==> src/hdl/acu_pkg.sv <==
package acu_pkg;

    localparam logic [7:0]  OFF_CTRL     = 8'h00;
    localparam logic [7:0]  OFF_CONFIG   = 8'h04;
    localparam logic [7:0]  OFF_CEN_HIGH = 8'h08;
    localparam logic [7:0]  OFF_CEN_LOW  = 8'h0c;
    localparam logic [7:0]  OFF_STATUS   = 8'h10;
    localparam logic [7:0]  OFF_MASK_SET = 8'h14;
    localparam logic [7:0]  OFF_MASK_CLR = 8'h18;
    localparam logic [7:0]  OFF_MASK     = 8'h1c;
    localparam logic [7:0]  OFF_FLAG_CLR = 8'h20;

    // control register command bits
    localparam int          CTRL_EN      = 0;
    localparam int          CTRL_DIS     = 1;
    localparam int          CTRL_SEN     = 2;
    localparam int          CTRL_SDIS    = 3;

    // configuration register fields
    localparam int          CFG_KEY_LSB  = 0;
    localparam int          CFG_CYC_LSB  = 8;

    // status word bit positions
    localparam int          ST_IDLE      = 10;
    localparam int          ST_SETUP     = 9;
    localparam int          ST_EN        = 8;
    localparam int          FL_REMAP_ADDRESS_ERROR    = 7;
    localparam int          FL_MBERR     = 6;
    localparam int          FL_URBLK     = 5;
    localparam int          FL_UNLOCK_KEY_ERROR     = 4;
    localparam int          FL_UNLOCK_READ_ERROR    = 3;
    localparam int          FL_AFAIL     = 2;
    localparam int          FL_AOK       = 1;
    localparam int          FL_TMO       = 0;

    localparam logic [7:0]  ERR_FLAGS    = 8'hfc;
    localparam logic [15:0] RTR_HI_MIN   = 16'hfffc;
    localparam logic [31:0] RST_WORD     = 32'h0000_0000;
    localparam logic [7:0]  RST_BYTE     = 8'h00;
    localparam logic [15:0] RST_HALF     = 16'h0000;
    localparam logic [5:0]  RST_CHAN     = 6'h00;

    typedef struct packed {
        logic        rd;
        logic        wr;
        logic [7:0]  addr;
        logic [31:0] wdata;
    } acu_pb_req_t;

    typedef struct packed {
        logic        access;
        logic [5:0]  access_chan;
        logic        done;
        logic        pending;
        logic        mbus_err;
        logic        rtr_wr;
        logic [31:0] rtr_wdata;
        logic        ur_wr;
        logic [7:0]  ur_key;
        logic [5:0]  ur_chan;
        logic        ur_rd;
    } acu_chan_evt_t;

endpackage

==> src/hdl/acu_regs.sv <==
`timescale 1ns/1ps
// Summary of operation
// high enable bit n enables channel n+32
// low enable bit n enables channel n
// idle bit set on start, cleared when done with none pending
// status bit 9 follows setup mode
// status bit 8 follows unit enable
// setup-time remap write outside top range flags
// master bus error response sets flag 6
// unlock with errors pending aborts, flag 5
// wrong unlock key sets flag 4
// reading unlock register sets flag 3
// locked or disabled channel access flags 2
// single access after unlock sets flag 1
// unlock expiry without access sets flag 0
// event flags hold until cleared by one
// mask set register ones set mask bits
// mask clear register ones clear bits
// mask one enables matching flag interrupt
// flag clear also withdraws pending interrupt
// unlock lasts configured cycles or one access
// interrupt when any flag and mask set
module acu_regs
(
    input  wire logic                   i_sys_clk,
    input  wire logic                   i_rstn,
    input  wire acu_pkg::acu_pb_req_t   i_pb_req,
    output logic [31:0]                 o_pb_rdata,
    input  wire acu_pkg::acu_chan_evt_t i_chan_evt,
    output logic [63:0]                 o_chan_enable,
    output logic                        o_unit_enabled,
    output logic                        o_setup_mode,
    output logic                        o_unlocked,
    output logic [5:0]                  o_unlocked_chan,
    output logic                        o_irq
);
    import acu_pkg::*;

    function automatic logic hit(input logic [7:0] a, input logic [7:0] off);
        hit = (a == off);
    endfunction

    ////////////////////////////////////////////////////////////////////////////
    // register state
    logic [31:0] cen_low;
    logic [31:0] cen_high;
    logic [15:0] cfg;
    logic        unit_en;
    logic        setup;
    logic        busy;
    logic [7:0]  flags;
    logic [7:0]  irq_mask;
    logic        unlocked;
    logic [5:0]  ulk_chan;
    logic [7:0]  ulk_cnt;

    ////////////////////////////////////////////////////////////////////////////
    // decode
    wire         wr_ctrl   = i_pb_req.wr & hit(i_pb_req.addr, OFF_CTRL);
    wire         wr_cfg    = i_pb_req.wr & hit(i_pb_req.addr, OFF_CONFIG);
    wire         wr_chigh  = i_pb_req.wr & hit(i_pb_req.addr, OFF_CEN_HIGH);
    wire         wr_clow   = i_pb_req.wr & hit(i_pb_req.addr, OFF_CEN_LOW);
    wire         wr_mset   = i_pb_req.wr & hit(i_pb_req.addr, OFF_MASK_SET);
    wire         wr_mclr   = i_pb_req.wr & hit(i_pb_req.addr, OFF_MASK_CLR);
    wire         wr_fclr   = i_pb_req.wr & hit(i_pb_req.addr, OFF_FLAG_CLR);
    wire [31:0]  wd        = i_pb_req.wdata;
    // control command bits act only in the cycle the control word is written
    wire         cmd_en    = wr_ctrl & wd[CTRL_EN];
    wire         cmd_dis   = wr_ctrl & wd[CTRL_DIS];
    wire         cmd_sen   = wr_ctrl & wd[CTRL_SEN];
    wire         cmd_sdis  = wr_ctrl & wd[CTRL_SDIS];
    wire [7:0]   mask_on   = wr_mset ? wd[7:0] : RST_BYTE;
    wire [7:0]   mask_off  = wr_mclr ? wd[7:0] : RST_BYTE;

    wire [7:0]   cfg_key   = cfg[CFG_KEY_LSB +: 8];
    wire [7:0]   cfg_cyc   = cfg[CFG_CYC_LSB +: 8];
    wire [63:0]  chan_en   = {cen_high, cen_low};

    ////////////////////////////////////////////////////////////////////////////
    // unit events
    // an access can only hit the one unlocked channel, and only if it is enabled
    wire         acc_ok    = i_chan_evt.access & unlocked
                           & (i_chan_evt.access_chan == ulk_chan)
                           & chan_en[i_chan_evt.access_chan];
    wire         acc_fail  = i_chan_evt.access & ~acc_ok;
    wire         expire    = unlocked & ~i_chan_evt.access
                           & (ulk_cnt == RST_BYTE);
    wire         rtr_bad   = setup & i_chan_evt.rtr_wr
                           & (i_chan_evt.rtr_wdata[31:16] < RTR_HI_MIN);
    // expiry and success are not errors, so they never block an unlock
    wire         err_pending = |(flags & ERR_FLAGS);
    wire         key_match   = (i_chan_evt.ur_key == cfg_key);
    wire         ur_blk    = i_chan_evt.ur_wr & err_pending;
    wire         ur_badkey = i_chan_evt.ur_wr & ~ur_blk
                           & ~key_match;
    wire         ur_good   = i_chan_evt.ur_wr & ~ur_blk & ~ur_badkey;

    wire [7:0]   flag_set;
    assign flag_set[FL_REMAP_ADDRESS_ERROR] = rtr_bad;
    assign flag_set[FL_MBERR]  = i_chan_evt.mbus_err;
    assign flag_set[FL_URBLK]  = ur_blk;
    assign flag_set[FL_UNLOCK_KEY_ERROR]  = ur_badkey;
    assign flag_set[FL_UNLOCK_READ_ERROR] = i_chan_evt.ur_rd;
    assign flag_set[FL_AFAIL]  = acc_fail;
    assign flag_set[FL_AOK]    = acc_ok;
    assign flag_set[FL_TMO]    = expire;

    // a new event in the clearing cycle survives the clear
    wire [7:0]   flag_clr   = wr_fclr ? wd[7:0] : RST_BYTE;
    wire [7:0]   next_flags = (flags & ~flag_clr) | flag_set;
    wire [7:0]   next_mask  = (irq_mask | mask_on) & ~mask_off;

    // enable wins over disable when both are written at once
    wire         next_en    = cmd_en  ? 1'b1
                            : cmd_dis ? 1'b0 : unit_en;
    wire         next_setup = cmd_sen  ? 1'b1
                            : cmd_sdis ? 1'b0 : setup;
    wire         next_busy  = i_chan_evt.access ? 1'b1
                            : (i_chan_evt.done & ~i_chan_evt.pending)
                              ? 1'b0 : busy;

    // the window ends on the first access, whatever its outcome
    wire         next_unlocked = ur_good ? 1'b1
                               : (i_chan_evt.access | expire) ? 1'b0
                               : unlocked;
    wire         cnt_run       = unlocked & (ulk_cnt != RST_BYTE);
    wire [7:0]   next_cnt      = ur_good ? cfg_cyc
                               : cnt_run ? ulk_cnt - 8'h01
                               : ulk_cnt;

    ////////////////////////////////////////////////////////////////////////////
    // read mux; write-only and unmapped offsets read as zero
    wire         sel_chigh   = hit(i_pb_req.addr, OFF_CEN_HIGH);
    wire         sel_clow    = hit(i_pb_req.addr, OFF_CEN_LOW);
    wire         sel_status  = hit(i_pb_req.addr, OFF_STATUS);
    wire         sel_mask    = hit(i_pb_req.addr, OFF_MASK);
    wire [31:0]  status_word = {21'h0, busy, setup, unit_en, flags};
    wire [31:0]  rd_mux      = sel_chigh  ? cen_high    :
                               sel_clow   ? cen_low     :
                               sel_status ? status_word :
                               sel_mask   ? {24'h000000, irq_mask} : RST_WORD;

    ////////////////////////////////////////////////////////////////////////////
    // software registers
    always_ff @(posedge i_sys_clk or negedge i_rstn)
    begin
        if (!i_rstn)
            cen_low <= RST_WORD;
        else if (wr_clow)
            cen_low <= wd;
    end

    always_ff @(posedge i_sys_clk or negedge i_rstn)
    begin
        if (!i_rstn)
            cen_high <= RST_WORD;
        else if (wr_chigh)
            cen_high <= wd;
    end

    // only key and cycle count are stored; the upper half has no storage
    always_ff @(posedge i_sys_clk or negedge i_rstn)
    begin
        if (!i_rstn)
            cfg <= RST_HALF;
        else if (wr_cfg)
            cfg <= wd[15:0];
    end

    always_ff @(posedge i_sys_clk or negedge i_rstn)
    begin
        if (!i_rstn)
            irq_mask <= RST_BYTE;
        else
            irq_mask <= next_mask;
    end

    ////////////////////////////////////////////////////////////////////////////
    // unit modes and channel activity
    always_ff @(posedge i_sys_clk or negedge i_rstn)
    begin
        if (!i_rstn)
            unit_en <= 1'b0;
        else
            unit_en <= next_en;
    end

    always_ff @(posedge i_sys_clk or negedge i_rstn)
    begin
        if (!i_rstn)
            setup <= 1'b0;
        else
            setup <= next_setup;
    end

    // an access in the same cycle as a completion keeps the unit busy
    always_ff @(posedge i_sys_clk or negedge i_rstn)
    begin
        if (!i_rstn)
            busy <= 1'b0;
        else
            busy <= next_busy;
    end

    // sticky event flags
    always_ff @(posedge i_sys_clk or negedge i_rstn)
    begin
        if (!i_rstn)
            flags <= RST_BYTE;
        else
            flags <= next_flags;
    end

    ////////////////////////////////////////////////////////////////////////////
    // unlock window
    // a fresh unlock restarts the window even when one is already open
    always_ff @(posedge i_sys_clk or negedge i_rstn)
    begin
        if (!i_rstn)
            unlocked <= 1'b0;
        else
            unlocked <= next_unlocked;
    end

    always_ff @(posedge i_sys_clk or negedge i_rstn)
    begin
        if (!i_rstn)
            ulk_cnt <= RST_BYTE;
        else
            ulk_cnt <= next_cnt;
    end

    // the channel number is captured only by an accepted unlock
    always_ff @(posedge i_sys_clk or negedge i_rstn)
    begin
        if (!i_rstn)
            ulk_chan <= RST_CHAN;
        else if (ur_good)
            ulk_chan <= i_chan_evt.ur_chan;
    end

    ////////////////////////////////////////////////////////////////////////////
    // outputs, all registered
    // read data drops back to zero between reads
    always_ff @(posedge i_sys_clk or negedge i_rstn)
    begin
        if (!i_rstn)
            o_pb_rdata <= RST_WORD;
        else
            o_pb_rdata <= i_pb_req.rd ? rd_mux : RST_WORD;
    end

    always_ff @(posedge i_sys_clk or negedge i_rstn)
    begin
        if (!i_rstn)
            o_chan_enable <= {RST_WORD, RST_WORD};
        else
            o_chan_enable <= chan_en;
    end

    always_ff @(posedge i_sys_clk or negedge i_rstn)
    begin
        if (!i_rstn)
            o_unit_enabled <= 1'b0;
        else
            o_unit_enabled <= unit_en;
    end

    always_ff @(posedge i_sys_clk or negedge i_rstn)
    begin
        if (!i_rstn)
            o_setup_mode <= 1'b0;
        else
            o_setup_mode <= setup;
    end

    always_ff @(posedge i_sys_clk or negedge i_rstn)
    begin
        if (!i_rstn)
            o_unlocked <= 1'b0;
        else
            o_unlocked <= unlocked;
    end

    always_ff @(posedge i_sys_clk or negedge i_rstn)
    begin
        if (!i_rstn)
            o_unlocked_chan <= RST_CHAN;
        else
            o_unlocked_chan <= ulk_chan;
    end

    // uses current state so a clear withdraws the request two cycles after the write
    always_ff @(posedge i_sys_clk or negedge i_rstn)
    begin
        if (!i_rstn)
            o_irq <= 1'b0;
        else
            o_irq <= |(flags & irq_mask);
    end

endmodule // acu_regs

==> config.mk <==
export PLATFORM = sky130hd
export DESIGN_NAME = acu_regs
export DESIGN_NICKNAME = d
export VERILOG_FILES = /design/src/hdl/acu_pkg.sv /design/src/hdl/acu_regs.sv
export SDC_FILE = /design/constraint.sdc
export NUM_CORES = 1
export LEC_CHECK = 0
export BUFFER_PORTS_ARGS = -buffer_cell sky130_fd_sc_hd__buf_2
export CAP_MARGIN = 20
export CORE_MARGIN = 2
export CORE_UTILIZATION = 35
export CTS_CLUSTER_SIZE = 30
export DETAILED_ROUTE_END_ITERATION = 16
export GPL_TIMING_DRIVEN = 0
export PLACE_DENSITY = 0.6
export SLEW_MARGIN = 15
export SYNTH_ARGS = -nofsm -noshare
export SYNTH_HDL_FRONTEND = slang
export SYNTH_SLANG_ARGS = --single-unit
==> constraint.sdc <==
create_clock -name i_sys_clk -period 1.95 [get_ports i_sys_clk]
set_input_delay 0.195 -clock i_sys_clk [delete_from_list [all_inputs] [get_ports i_sys_clk]]
set_output_delay 0.195 -clock i_sys_clk [all_outputs]
set_load 0.05 [all_outputs]
==> PnR_summary.wiki <==
{| class="wikitable"
! Metric !! Value
|-
| Yosys warnings || 0
|-
| Net Count, Synth || 724
|-
| Count of input and output buffers || 189
|-
| Tightest Hold Check Type || in2reg
|-
| Post-synthesis to final-layout area growth || 32.74%
|-
| Fraction of layout instances using a drive strength above 1 || between 30% and 40%
|-
| Routed wire length || 22.43 mm
|-
| Setup repair after global routing missed its margin || yes
|-
| Mean post-synth cell area || between 10 and 15 µm²
|-
| Final worst-path setup slack || -104.1 ps
|-
| H-tree depth || 1
|-
| Starting utilization of the core area || 35.45%
|-
| Kind of capture point of the worst setup path || register
|-
| R2r startpoint || flags[5]
|-
| Pins Over Slew Limit || 0
|-
| Beginning of the worst hold path || i_pb_req[11]
|-
| TritonCTS clock tree || yes
|-
| Power density over the cells || 912.0 nW/µm²
|-
| Highest ir drop seen on vdd || 0.6952 mV
|-
| Part of the Yosys area used for sequential elements || around 64%
|-
| Die Span Y || 160.5 µm
|-
| Standard-cell rows || 57
|-
| Number of clock buffers inserted by TritonCTS || 24
|-
| Placed wire-length estimate || 16.55 mm
|-
| Final #Nets || 993
|-
| Weighted congestion reported at the end of routability-driven placement || 0.7613
|-
| Detailed-route via count || 5857
|-
| Cell count of the worst reg-to-reg path || 6
|-
| First-pass GRT wire length || around 35 mm
|-
| I/O pin cnt || 209
|-
| CTS clk-pin slew, worst paths || 60 ps
|-
| Async SR Flop Fraction || 100.0%
|-
| Worst slew pin tran || 769.0 ps
|-
| Number of DRC violations after detailed-routing iteration 0 || 265
|-
| Die boundary width || 160.5 µm
|-
| Max Clock Skew || 11.61 ps
|-
| DRC violations left || 0
|-
| Cells after synthesis || ~620
|-
| Worst Setup Start Kind || register
|-
| Clk_lat worst skew || 510 ps
|-
| Via count of the first global-routing pass || just under 6k
|-
| Highest attainable clock frequency || 0.4868 GHz
|-
| Vias per cell || 4.762
|-
| Root cell of the clock tree || clkbuf_16
|-
| Status || finished, violations left
|-
| Number of antenna violations at the first check in global routing || 0
|-
| Number of flops mapped to enable cells by yosys || 0
|-
| CP Max Fanout || 4
|-
| Data arrival, critical path || roughly 2400 ps
|-
| Overall power after layout || 0.01038 W
|-
| Total count of hold-check failures in the final report || 0
|-
| Number of setup violations in the final report || 15
|-
| All-Layer GR Usage || roughly 17%
|-
| Maximum clock path buffer count || 3
|-
| Max-Cap Viols || 0
|-
| Design Area, Final || 11380 µm²
|-
| Final critical delay including setup and external delays || 2054 ps
|-
| Commonest cells after routing, fill and taps aside || 219 x dfrtp_1, 198 x buf_2, 79 x mux2_2, 59 x a22oi_1, 45 x dlygate4sd3_1
|-
| Final worst-path cycle share || 105.3%
|-
| Die area || 25760 µm²
|-
| Antenna cell count || 0
|-
| Largest net degree at the start of global routing || 81
|-
| Setup crit start || flags[5]
|-
| Main synth FF type || dfrtp_1
|-
| Area post-placement || 9987 µm²
|-
| Remaining antenna violation count after routing || 0
|-
| Detailed-router iteration count before antenna repair || 4
|-
| Utilization after layout || 47.06%
|-
| Synthesis-stage register bit count || 220
|-
| Violated checks || setup timing
|-
| Core area || 24180 µm²
|-
| Max-slew headroom at the worst pin || roughly half
|-
| Overall overflow remaining after global route || 0
|-
| Detailed-route wire length per cell || between 15 and 20 µm
|-
| Area of the mapped netlist || between 8000 and 9000 µm²
|-
| Startpoint-to-endpoint class of the critical path || reg2reg
|-
| Static Leak || 5.667 nW
|-
| Most frequent standard cell in the layout excluding fill and tap cells || dfrtp_1
|-
| Synth unique cells || 43
|-
| Instance count along the most critical hold path || 2
|-
| Worst path required time || 2340 ps
|-
| Sum of negative setup slack || -867.5 ps
|-
| TritonCTS Sinks || between 200 and 250
|}
-- cell usage after synthesis, types with 2 or more instances --
master | number | area share [%]
nand3_1 | 4 | 0.23
buf_2 | 10 | 0.58
nand2b_1 | 8 | 0.58
mux2i_1 | 32 | 3.7
xor2_1 | 6 | 0.61
nor3_2 | 2 | 0.23
a21o_1 | 3 | 0.26
nor4_1 | 2 | 0.15
mux2_1 | 4 | 0.53
nor2_1 | 11 | 0.48
mux2_2 | 82 | 11
a22o_1 | 4 | 0.41
or3_1 | 2 | 0.15
a21boi_0 | 10 | 0.88
ha_1 | 2 | 0.29
dfrtp_1 | 220 | 64
nor2b_1 | 24 | 1.8
inv_1 | 4 | 0.18
or4_1 | 3 | 0.26
xnor2_1 | 15 | 1.5
nand4_1 | 7 | 0.51
nand2_1 | 30 | 1.3
o21ai_0 | 9 | 0.53
a211oi_1 | 2 | 0.18
clkbuf_1 | 15 | 0.66
a22oi_1 | 60 | 5.3
nor3_1 | 9 | 0.53
buf_4 | 2 | 0.18
a21oi_1 | 23 | 1.3
-- critical path, cell delays in order (launching register included) --
cell	delay, ps
dfrtp_1	370
or4_4	550
nor3_4	210
nand2_2	100
nor3_4	230
buf_6	180
mux2_4	290
-- sequential cells by signal, indices dropped and copies added (netlist names) --
name / cells
o_unit_enabled: 1
flags: 8
setup: 1
o_irq: 1
o_setup_mode: 1
unit_en: 1
cfg: 16
o_unlocked_chan: 6
ulk_chan: 6
cen_low: 32
irq_mask: 8
o_chan_enable: 64
o_pb_rdata: 32
ulk_cnt: 8
unlocked: 1
o_unlocked: 1
busy: 1
cen_high: 32
-- through the flow --
stage               hold slack, ps  instances  setup WS (ps)
finish                       2.027       1230         -104.1
global route                 9.318       1230         -184.8
CTS                          1.137       1228         -156.1
floorplan                   -100.6        619          5.906
detailed placement           203.2       1134         -295.8
global placement             373.8       1132          -3061
-- where the power goes --
group	internal, W	switching, W
clock network	0.00276	0.00179
logic	0.000347	0.000598
registers	0.00474	0.000133
total	0.00785	0.00253
-- kinds of logic after synthesis --
logic type | count (synthesis) | share of synthesized area (%)
AOI/OAI and AO/OA | 116 | 9.547
xor gates and xnor gates | 21 | 2.146
adders and majority gates | 2 | 0.2919
buffers and inverters | 32 | 1.722
DFF | 220 | 64.23
muxes | 118 | 15.04
and+or+nand+nor | 110 | 7.022
-- routing by layer --
metal / GRT usage [%] / routed length (µm) / vias to the layer above
met5: 0 / 0 / -
met4: 3.399 / 315 / 0
met3: 2.479 / 1129 / 22
met2: 28.70 / 10550 / 181
met1: 24.75 / 10440 / 2877
li1: - / - / 2777
-- final timing paths --
check,end,slack (ps)
hold / removal,cfg[11],2
min in group asynchronous,o_chan_enable[51],260
setup / recovery,ulk_chan[1],-100
hold reg to reg,o_chan_enable[30],420
setup reg to reg,ulk_chan[1],-100
max in group asynchronous,unlocked,900
-- repair_timing --
| item | 4_1_cts | 5_1_grt |
|---|---|---|
| setup buffers | 5 | 2 |
| pin swaps | 2 | 7 |
| hold endpoints to repair | 150 | 0 |
| cloned | 0 | 0 |
| gates resized for setup | 3 | 14 |
| endpoints found under the setup margin | 16 | 16 |
| hold buffers | 45 | 0 |
-- layout make-up --
class,count,area (µm²)
clock inverters,13,130.1
clock buffers,31,688.2
flip-flops and latches,220,5507
well taps,324,405.4
plain buffers,28,136.4
fillers,2198,12800
inverters,4,15.01
multi-input cells,367,2974
repair buffers,243,1521
Power figures use the tool's default switching activity.
